## config.mk

```make
export PLATFORM = sky130hd
export DESIGN_NAME = cba_regs
export DESIGN_NICKNAME = d
export VERILOG_FILES = /design/src/rtl/cba_pkg.sv /design/src/rtl/cba_regs.sv
export VERILOG_INCLUDE_DIRS = /design/src /design/src/rtl
export SDC_FILE = /design/constraint.sdc
export NUM_CORES = 1
export LEC_CHECK = 0
export BUFFER_PORTS_ARGS = -buffer_cell sky130_fd_sc_hd__buf_2
export CAP_MARGIN = 20
export CORE_ASPECT_RATIO = 2
export CORE_MARGIN = 5
export CORE_UTILIZATION = 48
export CTS_CLUSTER_DIAMETER = 30
export DETAILED_ROUTE_END_ITERATION = 10
export GPL_TIMING_DRIVEN = 1
export PLACE_DENSITY = 0.75
export SLEW_MARGIN = 15
export SYNTH_ARGS = -nofsm -noshare
export SYNTH_HDL_FRONTEND = slang
export SYNTH_SLANG_ARGS = --single-unit
```

## constraint.sdc

```tcl
create_clock -name clk_i -period 1.4 [get_ports clk_i]
set_clock_uncertainty 0.05 [all_clocks]
set_input_delay 0.07 -clock clk_i [delete_from_list [all_inputs] [get_ports clk_i]]
set_output_delay 0.07 -clock clk_i [all_outputs]
set_load 0.005 [all_outputs]
```

## src/rtl/cba_consts.svh

```systemverilog
`ifndef CBA_CONSTS_SVH
`define CBA_CONSTS_SVH

// register indices, byte address is four times the index
`define CBA_IDX_TEST_CTL 6'h17
`define CBA_IDX_TEST_WORD 6'h18
`define CBA_IDX_B0_LO 6'h20
`define CBA_IDX_B0_HI 6'h21
`define CBA_IDX_B1_LO 6'h22
`define CBA_IDX_B1_HI 6'h23
`define CBA_IDX_U0_LO 6'h24
`define CBA_IDX_STATUS 6'h30

// index field of the byte address
`define CBA_IDX_MSB 7
`define CBA_IDX_LSB 2

// fields
`define CBA_TEST_ON_BIT 7
`define CBA_SEL_MSB 4
`define CBA_HI_MSB 4
`define CBA_STS_ACTIVE 0
`define CBA_STS_DBL 1

// reset values
`define CBA_RST_TEST_CTL 16'h0000
`define CBA_RST_WORD 16'h0000
`define CBA_RST_HI 5'h00
`endif

```

## src/rtl/cba_pkg.sv

```systemverilog
package cba_pkg;

  typedef struct packed {
    logic on;
    logic [4:0] sel;
    logic [15:0] word;
  } cba_test_t;

  typedef struct packed {
    logic active;
    logic [20:0] base;
  } cba_luma_t;

  // byte-lane merge of a 16-bit register write
  function automatic logic [15:0] cba_merge(input logic [15:0] old_v, input logic [15:0] new_v,
                                            input logic [1:0] lanes);
    logic [15:0] r;
    r = old_v;
    if (lanes[0]) begin
      r[7:0] = new_v[7:0];
    end
    if (lanes[1]) begin
      r[15:8] = new_v[15:8];
    end
    return r;
  endfunction : cba_merge

endpackage : cba_pkg

```

## src/rtl/cba_regs.sv

```systemverilog
// Local design decision: the Wishbone register port.
`timescale 1ns/1ps
`include "cba_consts.svh"

module cba_regs (
  // clock and reset
  input wire logic clk_i,
  input wire logic rst_i,
  // wishbone slave
  input wire logic cyc_i,
  input wire logic stb_i,
  input wire logic we_i,
  input wire logic [7:0] adr_i,
  input wire logic [3:0] sel_i,
  input wire logic [31:0] dat_i,
  output logic [31:0] dat_o,
  output logic ack_o,
  // capture logic side
  input wire logic double_buf_on_i,
  input wire logic frame_done_i,
  output cba_pkg::cba_test_t test_o,
  output cba_pkg::cba_luma_t luma_o
);

  logic ack_reg;
  logic [31:0] dat_reg;
  logic capture_test_on_reg;
  logic [4:0] test_sel_reg;
  logic [15:0] test_word_reg;
  logic [15:0] b0_lo_reg;
  logic [4:0] b0_hi_reg;
  logic [15:0] b1_lo_reg;
  logic [4:0] b1_hi_reg;
  logic [15:0] u0_lo_reg;
  logic buf_sel_reg;
  logic buf_sel_next;
  cba_pkg::cba_test_t test_reg;
  cba_pkg::cba_test_t test_next;
  cba_pkg::cba_luma_t luma_reg;
  cba_pkg::cba_luma_t luma_next;

  // bus decode
  // a strobe still high while ack is high is not taken a second time
  wire bus_req = cyc_i & stb_i & ~ack_reg;
  wire wr_en = bus_req & we_i;
  wire rd_en = bus_req & ~we_i;
  wire [5:0] idx = adr_i[`CBA_IDX_MSB:`CBA_IDX_LSB];
  wire [1:0] lanes = sel_i[1:0];

  wire hit_ctl = idx == `CBA_IDX_TEST_CTL;
  wire hit_word = idx == `CBA_IDX_TEST_WORD;
  wire hit_b0_lo = idx == `CBA_IDX_B0_LO;
  wire hit_b0_hi = idx == `CBA_IDX_B0_HI;
  wire hit_b1_lo = idx == `CBA_IDX_B1_LO;
  wire hit_b1_hi = idx == `CBA_IDX_B1_HI;
  wire hit_u0_lo = idx == `CBA_IDX_U0_LO;
  wire hit_sts = idx == `CBA_IDX_STATUS;

  // current register images, reserved bits zero
  wire [15:0] ctl_img = {8'h00, capture_test_on_reg, 2'h0, test_sel_reg};
  wire [15:0] b0_hi_img = {11'h000, b0_hi_reg};
  wire [15:0] b1_hi_img = {11'h000, b1_hi_reg};
  wire [15:0] sts_img = {14'h0000, double_buf_on_i, buf_sel_reg};

  // reset image of the test control register, split into its fields on reset
  wire [15:0] ctl_rst = `CBA_RST_TEST_CTL;

  // merged write values
  wire [15:0] ctl_w = cba_pkg::cba_merge(ctl_img, dat_i[15:0], lanes);
  wire [15:0] word_w = cba_pkg::cba_merge(test_word_reg, dat_i[15:0], lanes);
  wire [15:0] b0_lo_w = cba_pkg::cba_merge(b0_lo_reg, dat_i[15:0], lanes);
  wire [15:0] b0_hi_w = cba_pkg::cba_merge(b0_hi_img, dat_i[15:0], lanes);
  wire [15:0] b1_lo_w = cba_pkg::cba_merge(b1_lo_reg, dat_i[15:0], lanes);
  wire [15:0] b1_hi_w = cba_pkg::cba_merge(b1_hi_img, dat_i[15:0], lanes);
  wire [15:0] u0_lo_w = cba_pkg::cba_merge(u0_lo_reg, dat_i[15:0], lanes);

  // read mux, unmapped indices read zero
  wire [15:0] rd_mux =
    hit_ctl ? ctl_img :
    hit_word ? test_word_reg :
    hit_b0_lo ? b0_lo_reg :
    hit_b0_hi ? b0_hi_img :
    hit_b1_lo ? b1_lo_reg :
    hit_b1_hi ? b1_hi_img :
    hit_u0_lo ? u0_lo_reg :
    hit_sts ? sts_img : 16'h0000;

  // assembled start addresses
  wire [20:0] luma_buffer0_base = {b0_hi_reg, b0_lo_reg};
  wire [20:0] luma_buffer1_base = {b1_hi_reg, b1_lo_reg};

  // active buffer selection
  always_comb begin
    buf_sel_next = buf_sel_reg;
    if (!double_buf_on_i) begin
      buf_sel_next = 1'b0;
    end else if (frame_done_i) begin
      buf_sel_next = ~buf_sel_reg;
    end
  end

  always_comb begin
    luma_next.active = buf_sel_next;
    luma_next.base = buf_sel_next ? luma_buffer1_base : luma_buffer0_base;
  end

  always_comb begin
    test_next.on = capture_test_on_reg;
    test_next.sel = test_sel_reg;
    // forced to zero so stale test data never reaches the datapath in normal operation
    test_next.word = capture_test_on_reg ? test_word_reg : 16'h0000;
  end

  // bus handshake
  always_ff @(posedge clk_i) begin
    if (rst_i) begin
      ack_reg <= 1'b0;
      dat_reg <= 32'h0000_0000;
    end else begin
      ack_reg <= bus_req;
      if (rd_en) begin
        dat_reg <= {16'h0000, rd_mux};
      end
    end
  end

  // test control and data
  always_ff @(posedge clk_i) begin
    if (rst_i) begin
      capture_test_on_reg <= ctl_rst[`CBA_TEST_ON_BIT];
      test_sel_reg <= ctl_rst[`CBA_SEL_MSB:0];
      test_word_reg <= `CBA_RST_WORD;
    end else begin
      if (wr_en && hit_ctl) begin
        capture_test_on_reg <= ctl_w[`CBA_TEST_ON_BIT];
        test_sel_reg <= ctl_w[`CBA_SEL_MSB:0];
      end
      if (wr_en && hit_word) begin
        test_word_reg <= word_w;
      end
    end
  end

  // start address halves
  always_ff @(posedge clk_i) begin
    if (rst_i) begin
      b0_lo_reg <= `CBA_RST_WORD;
      b0_hi_reg <= `CBA_RST_HI;
      b1_lo_reg <= `CBA_RST_WORD;
      b1_hi_reg <= `CBA_RST_HI;
      u0_lo_reg <= `CBA_RST_WORD;
    end else begin
      if (wr_en && hit_b0_lo) begin
        b0_lo_reg <= b0_lo_w;
      end
      if (wr_en && hit_b0_hi) begin
        b0_hi_reg <= b0_hi_w[`CBA_HI_MSB:0];
      end
      if (wr_en && hit_b1_lo) begin
        b1_lo_reg <= b1_lo_w;
      end
      if (wr_en && hit_b1_hi) begin
        b1_hi_reg <= b1_hi_w[`CBA_HI_MSB:0];
      end
      if (wr_en && hit_u0_lo) begin
        u0_lo_reg <= u0_lo_w;
      end
    end
  end

  // capture-facing outputs
  always_ff @(posedge clk_i) begin
    if (rst_i) begin
      buf_sel_reg <= 1'b0;
      luma_reg <= '0;
      test_reg <= '0;
    end else begin
      buf_sel_reg <= buf_sel_next;
      luma_reg <= luma_next;
      test_reg <= test_next;
    end
  end

  assign ack_o = ack_reg;
  assign dat_o = dat_reg;
  assign test_o = test_reg;
  assign luma_o = luma_reg;

  // high on the reset edges and the first edge after release, where $past still sees pre-reset state
  logic rst_seen_reg;

  always_ff @(posedge clk_i) begin
    rst_seen_reg <= rst_i;
  end
endmodule : cba_regs

```

==> results.sh, run 1 <==
export IMPL_status="finished with violations"
export IMPL_violations="setup timing"
export IMPL_grt_max_degree=100
export IMPL_ys_seq_area_frac=0.5017
export IMPL_cpPeakStageDelay_ns=0.32
export IMPL_root_buffer="clkbuf_16"
export IMPL_worst_path_buf_inv=2
export IMPL_gp_congestion=0.8460
export IMPL_avgSynthCellArea_um2=9.164
export IMPL_leakage_nw=3.498
export IMPL_fin_cells=932
export IMPL_via_per_inst=5.722
export IMPL_path_cells="buf_4, nand3b_1, nor2_2, buf_6, o211ai_1, a221oi_2, nor4_1"
export IMPL_drive_above_1_share=0.3723
export IMPL_worst_slew_pin_slew_ns=0.5544
export IMPL_start_util=0.4838
export IMPL_cp_data_arrival_time_ns=1.91
export IMPL_seq_power_share=0.448
export IMPL_grtUsageMet2=0.4627
export IMPL_cts_buffer_depth=2
export IMPL_cp_slowest_cell="dfxtp_2"
export IMPL_grt_use_met1=0.2319
export IMPL_nets=825
export IMPL_peakVddDrop_uv=943.7
export IMPL_area_growth_pct=42.76
export IMPL_utilization=0.6906
export IMPL_num_vias=5333
export IMPL_synth_top_area_share=0.5017
export IMPL_drc=0
export IMPL_numCtsBuffers=17
export IMPL_critPathCaptureType="register"
export IMPL_hpwlAfterDp_mm=11.52
export IMPL_synth_edf_count=0
export IMPL_synth_area_top_cells="dfxtp_1 (50%), mux2i_1 (8.4%), nand3_1 (5.9%)"
export IMPL_die_h_um=163.1
export IMPL_yosysTopAreaCell="dfxtp_1"
export IMPL_drt_iter0_drc=341
export IMPL_drtAntennaViolNets=0
export IMPL_timing_critical_path_max_delay_family="simple AND/OR/NAND/NOR gates"
export IMPL_grt_pass1_vias=5387
export IMPL_ys_ff_latch=141
export IMPL_hold_viol=0
export IMPL_top_usage_layer="met2"
export IMPL_worstSetupStartpointType="register"
export IMPL_antenna_found_initial=0
export IMPL_required_ns=1.65
export IMPL_die_area_um2=14120
export IMPL_synthArstFlopShare=0
export IMPL_clk_pin_slew_worst_paths_ns=0.06
export IMPL_syn_inst=614
export IMPL_p_per_area_nw_per_um2=1120
export IMPL_yosys_warnings=0
export IMPL_layout_min_cycle_time_ns=1.654
export IMPL_clockPowerShare=0.493
export IMPL_combPwrFrac=0.059
export IMPL_fin_crit_sh=1.182
export IMPL_die_w_um=86.56
export IMPL_slew_viol_final=0
export IMPL_io_pins=128
export IMPL_synthFlopType="dfxtp_1"
export IMPL_fillCellCount=883
export IMPL_first_pass_iters=8
export IMPL_cts_tree="yes"
export IMPL_core_um2=11630
export IMPL_holdCritPathClass="primary input to register"
export IMPL_critPathKind="register to register"
export IMPL_worstPathMaxFanout=3
export IMPL_wl_per_cell_um=19.45
export IMPL_clk_latency_ns=0.42
export IMPL_switching_share=0.2306
export IMPL_place_inst=872
export IMPL_antenna_cells=0
export IMPL_synthesis_area_um2=5627
export IMPL_rsz0062_at_grt="true"
export IMPL_overflow=0
export IMPL_io_buffer_count=91
export IMPL_setup_violations_final=96
export IMPL_grt_first_pass_wirelength_mm=27.25
export IMPL_clock_sinks=141
export IMPL_grtUsageTotal=0.2510
export IMPL_synth_cell_types=40
export IMPL_relSlewSlack=0.6300
export IMPL_use_met3=0.05351
export IMPL_wirelength_mm=18.12
export IMPL_drv_cap=0
export IMPL_htree_levels=4
export IMPL_rows=56
export IMPL_timing_final_ws_setup_ns=-0.2544
export IMPL_p_int_mw=6.921
export IMPL_p_sw_mw=2.074
export IMPL_fmax_mhz=604.5
worst reg2reg max path: cells and delay by family, from the launching register on:
family / cells / cell delay (ns)
compound gates: 2 / 0.39
simple gates: 3 / 0.50
flops: 1 / 0.32
buf+inv: 2 / 0.27
placed cells by master (no fill, tap or decap), types with 18 or more instances in the layout:
master and count:
a21oi_1 40, dfxtp_1 140, nor2_1 55, and2_1 18
buf_2 90, nand3_1 52, nand2_2 31, buf_4 46
mux2i_1 45, nand2_1 33
per-stage QoR:
stage | setup slack, ns | hold WS [ns] | area (um^2) | power [mW] | TNS [ns]
global placement | -0.2164 | 0.2670 | 6594 | 4.512 | -13.82
global route | -0.3409 | 0.1149 | 8033 | 9.279 | -12.28
floorplan | -0.09883 | 0.1639 | 5705 | 4.345 | -0.9225
detailed placement | -0.3174 | 0.2726 | 6594 | 4.520 | -18.33
finish | -0.2544 | 0.08186 | 8033 | 8.995 | -8.209
CTS | -0.1646 | 0.08716 | 7764 | 8.956 | -5.676
cells in the mapped netlist (9+ instances only):
cell,count
a21oi_1,54
a22o_1,10
a22oi_1,17
and2_1,18
buf_2,15
buf_4,20
clkbuf_1,17
dfxtp_1,141
mux2i_1,47
nand2_1,80
nand3_1,66
nor2_1,58
nor2b_1,9
o21a_1,11
kinds of logic (layout without fill, tap and decap cells):
| family | after synthesis | after routing | share of synthesized area |
|---|---|---|---|
| buffers and inverters | 57 | 215 | 0.05737 |
| AND/OR/NAND/NOR | 252 | 252 | 0.2157 |
| other | 1 | 16 | 0.0006665 |
| XOR/XNOR | 1 | 1 | 0.001557 |
| AO/OA/AOI/OAI | 110 | 110 | 0.1254 |
| flip-flops | 141 | 141 | 0.5017 |
| multiplexers | 52 | 52 | 0.09762 |
area by class of cell:
cell class / count / area [um^2] / area share
clock buffers: 19 / 442.9 / 0.05514
well taps: 145 / 181.4 / 0.02259
multi-input cells: 431 / 3005 / 0.3741
clock inverters: 13 / 142.6 / 0.01776
flip-flops and latches: 141 / 2824 / 0.3516
repair buffers: 183 / 1436 / 0.1788
worst paths after layout:
| check | startpoint | to | slack, ns | depth (start not counted) |
|---|---|---|---|---|
| worst max-delay path | ack_o | dat_o[1] | -0.25 | 7 |
| worst min-delay path | double_buf_on_i | luma_o[21] | 0.08 | 4 |
| worst max register to register | ack_o | dat_o[1] | -0.25 | 7 |
| worst min register to register | dat_o[9] | dat_o[9] | 0.42 | 1 |
metal layers:
layer	share of wire	vias up
met5	0	-
met4	0.068	0
met3	0.051	88
met2	0.56	248
met1	0.32	2566
li1	-	2431
timing repair:
| action | in CTS | in global routing |
|---|---|---|
| pin swaps | 49 | 29 |
| setup buffers | 7 | 4 |
| endpoints found under the setup margin | 96 | 98 |
| hold endpoints to repair | 67 | 0 |
| resized for setup | 89 | 65 |
| hold buffers | 18 | 0 |
| cloned | 4 | 0 |
power by group through the flow:
stage          combinational (mW)  sequential [mW]  clock, mW
6_report                    0.532             4.03       4.44
5_1_grt                     0.558             4.03       4.70
4_1_cts                     0.489             4.03       4.44
3_5_place_dp                0.404             4.12          0
3_3_place_gp                0.398             4.11          0
2_1_floorplan               0.231             4.11          0
Power figures use the tool's default switching activity.
==> inputs of run 2 (changes only) <==
Settings changed: CORE_UTILIZATION 48 to 30, PLACE_DENSITY 0.75 to not set.
==> run 2 against run 1 <==
The flow still finishes with violations (setup timing). Clock power up 2%. Highest routed layer unchanged. Critical path depth fell by 1. Non-clock buffer count shrank 10.
==> results.sh, run 2 (synthesized netlist as in run 1, its figures left out) <==
export IMPL_status="finished with violations"
export IMPL_violations="setup timing"
export IMPL_post_place_ws_ns=-0.2265
export IMPL_die_h_um=203.7
export IMPL_relSlewSlack=0.6424
export IMPL_clk_latency_ns=0.42
export IMPL_rows=71
export IMPL_core_um2=18660
export IMPL_overflow=0
export IMPL_clock_sinks=141
export IMPL_crit_start="ack_o"
export IMPL_drv_cap=0
export IMPL_start_util=0.3016
export IMPL_holdCritPathClass="primary input to register"
export IMPL_setup_violations_final=73
export IMPL_path_cells="and3b_2, and3_4, buf_6, nand3_4, mux2i_1, nor2_1"
export IMPL_io_pins=128
export IMPL_critPathCaptureType="register"
export IMPL_cts_tree="yes"
export IMPL_p_per_area_nw_per_um2=1175
export IMPL_final_setup_tns_ns=-2.139
export IMPL_rsz0062_at_grt="true"
export IMPL_fmax_mhz=677.7
export IMPL_grtUsageTotal=0.1624
export IMPL_grt_first_pass_wirelength_mm=26.88
export IMPL_mostFrequentLayoutCell="dfxtp_1"
export IMPL_num_vias=4891
export IMPL_leakage_nw=3.428
export IMPL_root_buffer="clkbuf_16"
export IMPL_htree_levels=4
export IMPL_hpwlAfterDp_mm=12.66
export IMPL_required_ns=1.65
export IMPL_layout_min_cycle_time_ns=1.476
export IMPL_drc=0
export IMPL_timing_final_ws_setup_ns=-0.07567
export IMPL_wirelength_mm=17.21
export IMPL_worstSetupStartpointType="register"
export IMPL_min_from="we_i"
export IMPL_worstPathMaxFanout=6
export IMPL_drtAntennaViolNets=0
export IMPL_peakVddDrop_uv=665.5
export IMPL_antenna_found_initial=0
export IMPL_critPathKind="register to register"
export IMPL_cp_data_arrival_time_ns=1.72
export IMPL_die_area_um2=21760
export IMPL_cts_buffer_depth=2
export IMPL_clk_pin_slew_worst_paths_ns=0.06
export IMPL_first_pass_iters=4
export IMPL_antenna_cells=0
export IMPL_area_growth_pct=37.65
export IMPL_grt_pass1_vias=4927
export IMPL_fin_crit_sh=1.054
export IMPL_worst_slew_pin_slew_ns=0.5358
export IMPL_drt_iter0_drc=225
export IMPL_die_w_um=106.8
export IMPL_numCtsBuffers=17
export IMPL_nets=815
export IMPL_cp_slowest_cell="dfxtp_2"
export IMPL_timing_critical_path_max_delay_family="simple AND/OR/NAND/NOR gates"
export IMPL_via_per_inst=4.911
export IMPL_hold_viol=0
export IMPL_cpPeakStageDelay_ns=0.32
export IMPL_grt_max_degree=88
export IMPL_r2r_start="ack_o"
export IMPL_wl_per_cell_um=17.28
export IMPL_slew_viol_final=0
export IMPL_worst_path_buf_inv=1
export IMPL_drive_above_1_share=0.2921
export IMPL_io_buffer_count=91
export IMPL_gp_congestion=0.8853
export IMPL_most_common_layout_cells="dfxtp_1 (140), buf_2 (90), nand3_1 (66)"
[run 2: cell types whose count changed in the layout (fill, tap and decap cells not counted), sizes merged]
| cell | delta |
|---|---|
| inv | +3 |
| clkinv | -2 |
| dlygate4sd3 | +1 |
| clkbuf | +1 |
| buf | -13 |
[run 2: per-layer routing]
layer  routed length [um]  vias to the layer above  global-route usage
li1                     -                     2412                   -
met1                 6014                     2292              0.1616
met5                    0                        -                   0
met2                 9682                      150              0.3118
met4                  860                        0             0.08413
met3                  649                       37             0.02946
[run 2: final timing paths]
path / endpoint / slack [ns] / depth (start not counted)
worst max register to register: b0_hi_reg[3] / -0.08 / 6
worst max-delay path: b0_hi_reg[3] / -0.08 / 6
worst min register to register: u0_lo_reg[3] / 0.41 / 2
worst min-delay path: dat_o[1] / 0.1 / 5
[run 2: repair_timing]
| item | 4_1_cts | 5_1_grt |
|---|---|---|
| hold buffers | 19 | 0 |
| endpoints found under the setup margin | 86 | 98 |
| hold endpoints to repair | 71 | 0 |
| pin swaps | 9 | 8 |
| setup buffers | 1 | 1 |
| cloned | 0 | 2 |
| resized for setup | 25 | 34 |
[run 2: per-stage QoR]
step                instances  hold WS (ns)  area (um^2)    util  power (mW)
global route              996        0.1162         7745  0.4152       9.471
finish                    996       0.09685         7745  0.4152       9.101
CTS                       993        0.1056         7545  0.4044       9.182
floorplan                 629        0.1639         5705       -       4.345
global placement          941        0.3004         6649  0.3564       4.549
detailed placement        941        0.3039         6649  0.3564       4.550
[run 2: final cells by class]
type | instances | area, um^2
Multi-Input combinational cell | 431 | 2715
Fill cell | 1880 | 10910
Tap cell | 219 | 274.0
Timing Repair Buffer | 173 | 1334
Clock inverter | 14 | 158.9
Clock buffer | 18 | 439.2
Sequential cell | 141 | 2824
[run 2: worst register-to-register path: stages (launching register included)]
cell and delay [ns]:
dfxtp_2 0.32, and3b_2 0.24, and3_4 0.22, buf_6 0.14, nand3_4 0.14, mux2i_1 0.19
nor2_1 0.05
[run 2: power breakdown]
| part | leakage, nW | internal, mW | switching (mW) |
|---|---|---|---|
| Combinational | 2.00 | 0.229 | 0.292 |
| Sequential | 1.14 | 4.02 | 0.00531 |
| Clock | 0.288 | 2.70 | 1.85 |
| Total | 3.43 | 6.95 | 2.15 |
==> inputs of run 3 (changes only) <==
Settings changed: ABC_AREA set to 1.
==> run 3 against run 2 <==
The flow still finishes with violations (setup timing). Flip-flop and latch count stayed put. Critical path depth is 2 higher. Largest power group unchanged. Clock-buffer cell count is 2 higher.
==> results.sh, run 3 <==
export IMPL_r2r_cells=8
export IMPL_yosys_warnings=0
export IMPL_fillCellCount=1928
export IMPL_grt_first_pass_wirelength_mm=27.34
export IMPL_nets=919
export IMPL_antenna_found_initial=0
export IMPL_grtUsageTotal=0.1677
export IMPL_cp_data_arrival_time_ns=1.71
export IMPL_hold_viol=0
export IMPL_critPathKind="register to register"
export IMPL_p_int_mw=6.993
export IMPL_grt_pass1_vias=5215
export IMPL_r2r_end="test_sel_reg[3]"
export IMPL_clk_pin_slew_worst_paths_ns=0.06
export IMPL_clk_latency_ns=0.42
export IMPL_die_h_um=203.9
export IMPL_die_w_um=106.9
export IMPL_crit_cells=8
export IMPL_clockPowerShare=0.492
export IMPL_avgSynthCellArea_um2=7.789
export IMPL_synthesis_area_um2=5639
export IMPL_wirelength_mm=18.34
export IMPL_path_cells="nor2_4, nand2_2, nor2_4, buf_12, nand4_1, buf_6, buf_6, a21oi_1"
export IMPL_via_per_inst=4.832
export IMPL_drtAntennaViolNets=0
export IMPL_r2r_start="ack_o"
export IMPL_holdCritPathClass="primary input to register"
export IMPL_leakage_nw=3.238
export IMPL_root_buffer="clkbuf_16"
export IMPL_synth_top_area_share=0.5006
export IMPL_synthArstFlopShare=0
export IMPL_wl_per_cell_um=16.67
export IMPL_clock_sinks=141
export IMPL_overflow=0
export IMPL_io_pins=128
export IMPL_most_common_layout_cells="dfxtp_1 (140), nor2_1 (132), buf_2 (91)"
export IMPL_io_buffer_count=91
export IMPL_drc=0
export IMPL_ys_ff_latch=141
export IMPL_htree_levels=4
export IMPL_synthFlopType="dfxtp_1"
export IMPL_drive_above_1_share=0.2701
export IMPL_worstPathMaxFanout=8
export IMPL_power_mw=9.157
export IMPL_peakVddDrop_uv=610.3
export IMPL_syn_inst=724
export IMPL_crit_start="ack_o"
export IMPL_drv_cap=0
export IMPL_grt_max_degree=55
export IMPL_synth_area_top_cells="dfxtp_1 (50%), nor2_1 (9.0%), o21ai_0 (8.9%)"
export IMPL_final_setup_tns_ns=-0.01243
export IMPL_yosysMostFrequentCell="dfxtp_1"
export IMPL_gp_congestion=0.8211
export IMPL_first_pass_iters=4
export IMPL_place_inst=1039
export IMPL_setup_violations_final=2
export IMPL_worst_path_buf_inv=3
export IMPL_p_sw_mw=2.164
export IMPL_synth_common_cells="dfxtp_1 (141), nor2_1 (135), o21ai_0 (100)"
export IMPL_numCtsBuffers=17
export IMPL_rows=71
export IMPL_ys_seq_area_frac=0.5006
export IMPL_timing_final_ws_setup_ns=-0.008575
export IMPL_required_ns=1.70
export IMPL_critPathCaptureType="register"
export IMPL_worstSetupStartpointType="register"
export IMPL_status="finished with violations"
export IMPL_hpwlAfterDp_mm=13.50
export IMPL_cts_tree="yes"
export IMPL_fin_crit_sh=1.006
export IMPL_seq_power_share=0.444
export IMPL_timing_critical_path_max_delay_family="buffers and inverters"
export IMPL_fmax_mhz=709.9
export IMPL_combPwrFrac=0.064
export IMPL_violations="setup timing"
export IMPL_mostFrequentLayoutCell="dfxtp_1"
export IMPL_antenna_cells=0
export IMPL_rsz0062_at_grt="true"
export IMPL_layout_min_cycle_time_ns=1.409
export IMPL_synth_edf_count=0
export IMPL_start_util=0.3023
export IMPL_slew_viol_final=0
export IMPL_yosysTopAreaCell="dfxtp_1"
export IMPL_switching_share=0.2364
export IMPL_p_per_area_nw_per_um2=1214
export IMPL_rrSetupSlack_ns=-0.009
export IMPL_die_area_um2=21810
export IMPL_cp_slowest_cell="dfxtp_2"
export IMPL_cts_buffer_depth=2
export IMPL_drt_iter0_drc=278
export IMPL_cpPeakStageDelay_ns=0.33
export IMPL_fin_cells=1100
export IMPL_cp_endpoint="test_sel_reg[3]"
export IMPL_area_growth_pct=33.73
export IMPL_core_um2=18660
export IMPL_num_vias=5315
export IMPL_synth_cell_types=27
## run 3: changes by cell type in the layout (fill, tap and decap cells not counted), sizes merged, moves of 9 or more
cell   delta
and2     -18
nor2     +93
a22oi    -13
mux2i    -47
inv      +62
a22o     -10
a21oi    +31
o21ai   +114
nand2    -34
o21a     -11
nor2b     -9
nand3    -12
## run 3: worst min-delay path by stage
stage                                from             to  slack, ns  cells past startpoint
after floorplan                     rst_i          ack_o        0.1                      1
after global placement          dat_i[10]  b1_lo_reg[10]       0.37                      3
after global routing      double_buf_on_i       dat_o[1]       0.05                      5
after detailed placement        dat_i[10]  b0_lo_reg[10]       0.37                      3
final                     double_buf_on_i       dat_o[1]       0.03                      5
after CTS                 double_buf_on_i       dat_o[1]       0.01                      5
## run 3: layout make-up
type | instances | area, um^2 | share of cell area
Tap cell | 219 | 274.0 | 0.03634
Timing Repair Buffer | 161 | 1141 | 0.1513
Clock buffer | 20 | 456.7 | 0.06056
Clock inverter | 12 | 136.4 | 0.01809
Sequential cell | 141 | 2824 | 0.3745
Multi-Input combinational cell | 482 | 2455 | 0.3255
Inverter | 65 | 254.0 | 0.03368
## run 3: repair_timing
item                                    CTS  global route
pin swaps                                10            12
resized for setup                        26            59
cloned                                    3             1
hold buffers                             16             0
hold endpoints to repair                 50             0
endpoints found under the setup margin   72            69
setup buffers                             6             3
## run 3: kinds of logic after synthesis
family / count (synthesis) / share of synthesized area
other: 1 / 0.0006650
and+or+nand+nor: 254 / 0.2092
DFF: 141 / 0.5006
buffers and inverters: 118 / 0.09962
AOI/OAI and AO/OA: 210 / 0.1899
## run 3: through the flow
step           setup slack, ns  hold slack (ns)    util  area [um^2]
2_1_floorplan          0.02435          0.09679       -         5695
3_3_place_gp           -0.1094           0.3693  0.3474         6481
3_5_place_dp           -0.1061           0.3689  0.3474         6481
4_1_cts               -0.02380          0.01136  0.3949         7367
5_1_grt               -0.09946          0.04700  0.4042         7541
6_report             -0.008575          0.03281  0.4042         7541
## run 3: worst register-to-register path, cell delays in order (launching register included)
cell     delay, ns
dfxtp_2       0.33
nor2_4        0.09
nand2_2       0.09
nor2_4        0.12
buf_12        0.13
nand4_1       0.11
buf_6         0.17
buf_6         0.13
a21oi_1       0.12
## run 3: per-layer routing
metal | vias up | global-route usage | wire length, um
met5 | - | 0 | 0
met4 | 0 | 0.1257 | 1298
li1 | 2640 | - | -
met2 | 155 | 0.3197 | 10430
met3 | 55 | 0.03256 | 613
met1 | 2465 | 0.1510 | 5993
## run 3: power by group through the flow
stage,clock network (mW),logic (mW),registers [mW]
after floorplan,0,0.283,4.15
after global placement,0,0.508,4.15
after detailed placement,0,0.507,4.15
after CTS,4.58,0.564,4.06
after global routing,4.77,0.636,4.06
final,4.51,0.589,4.06
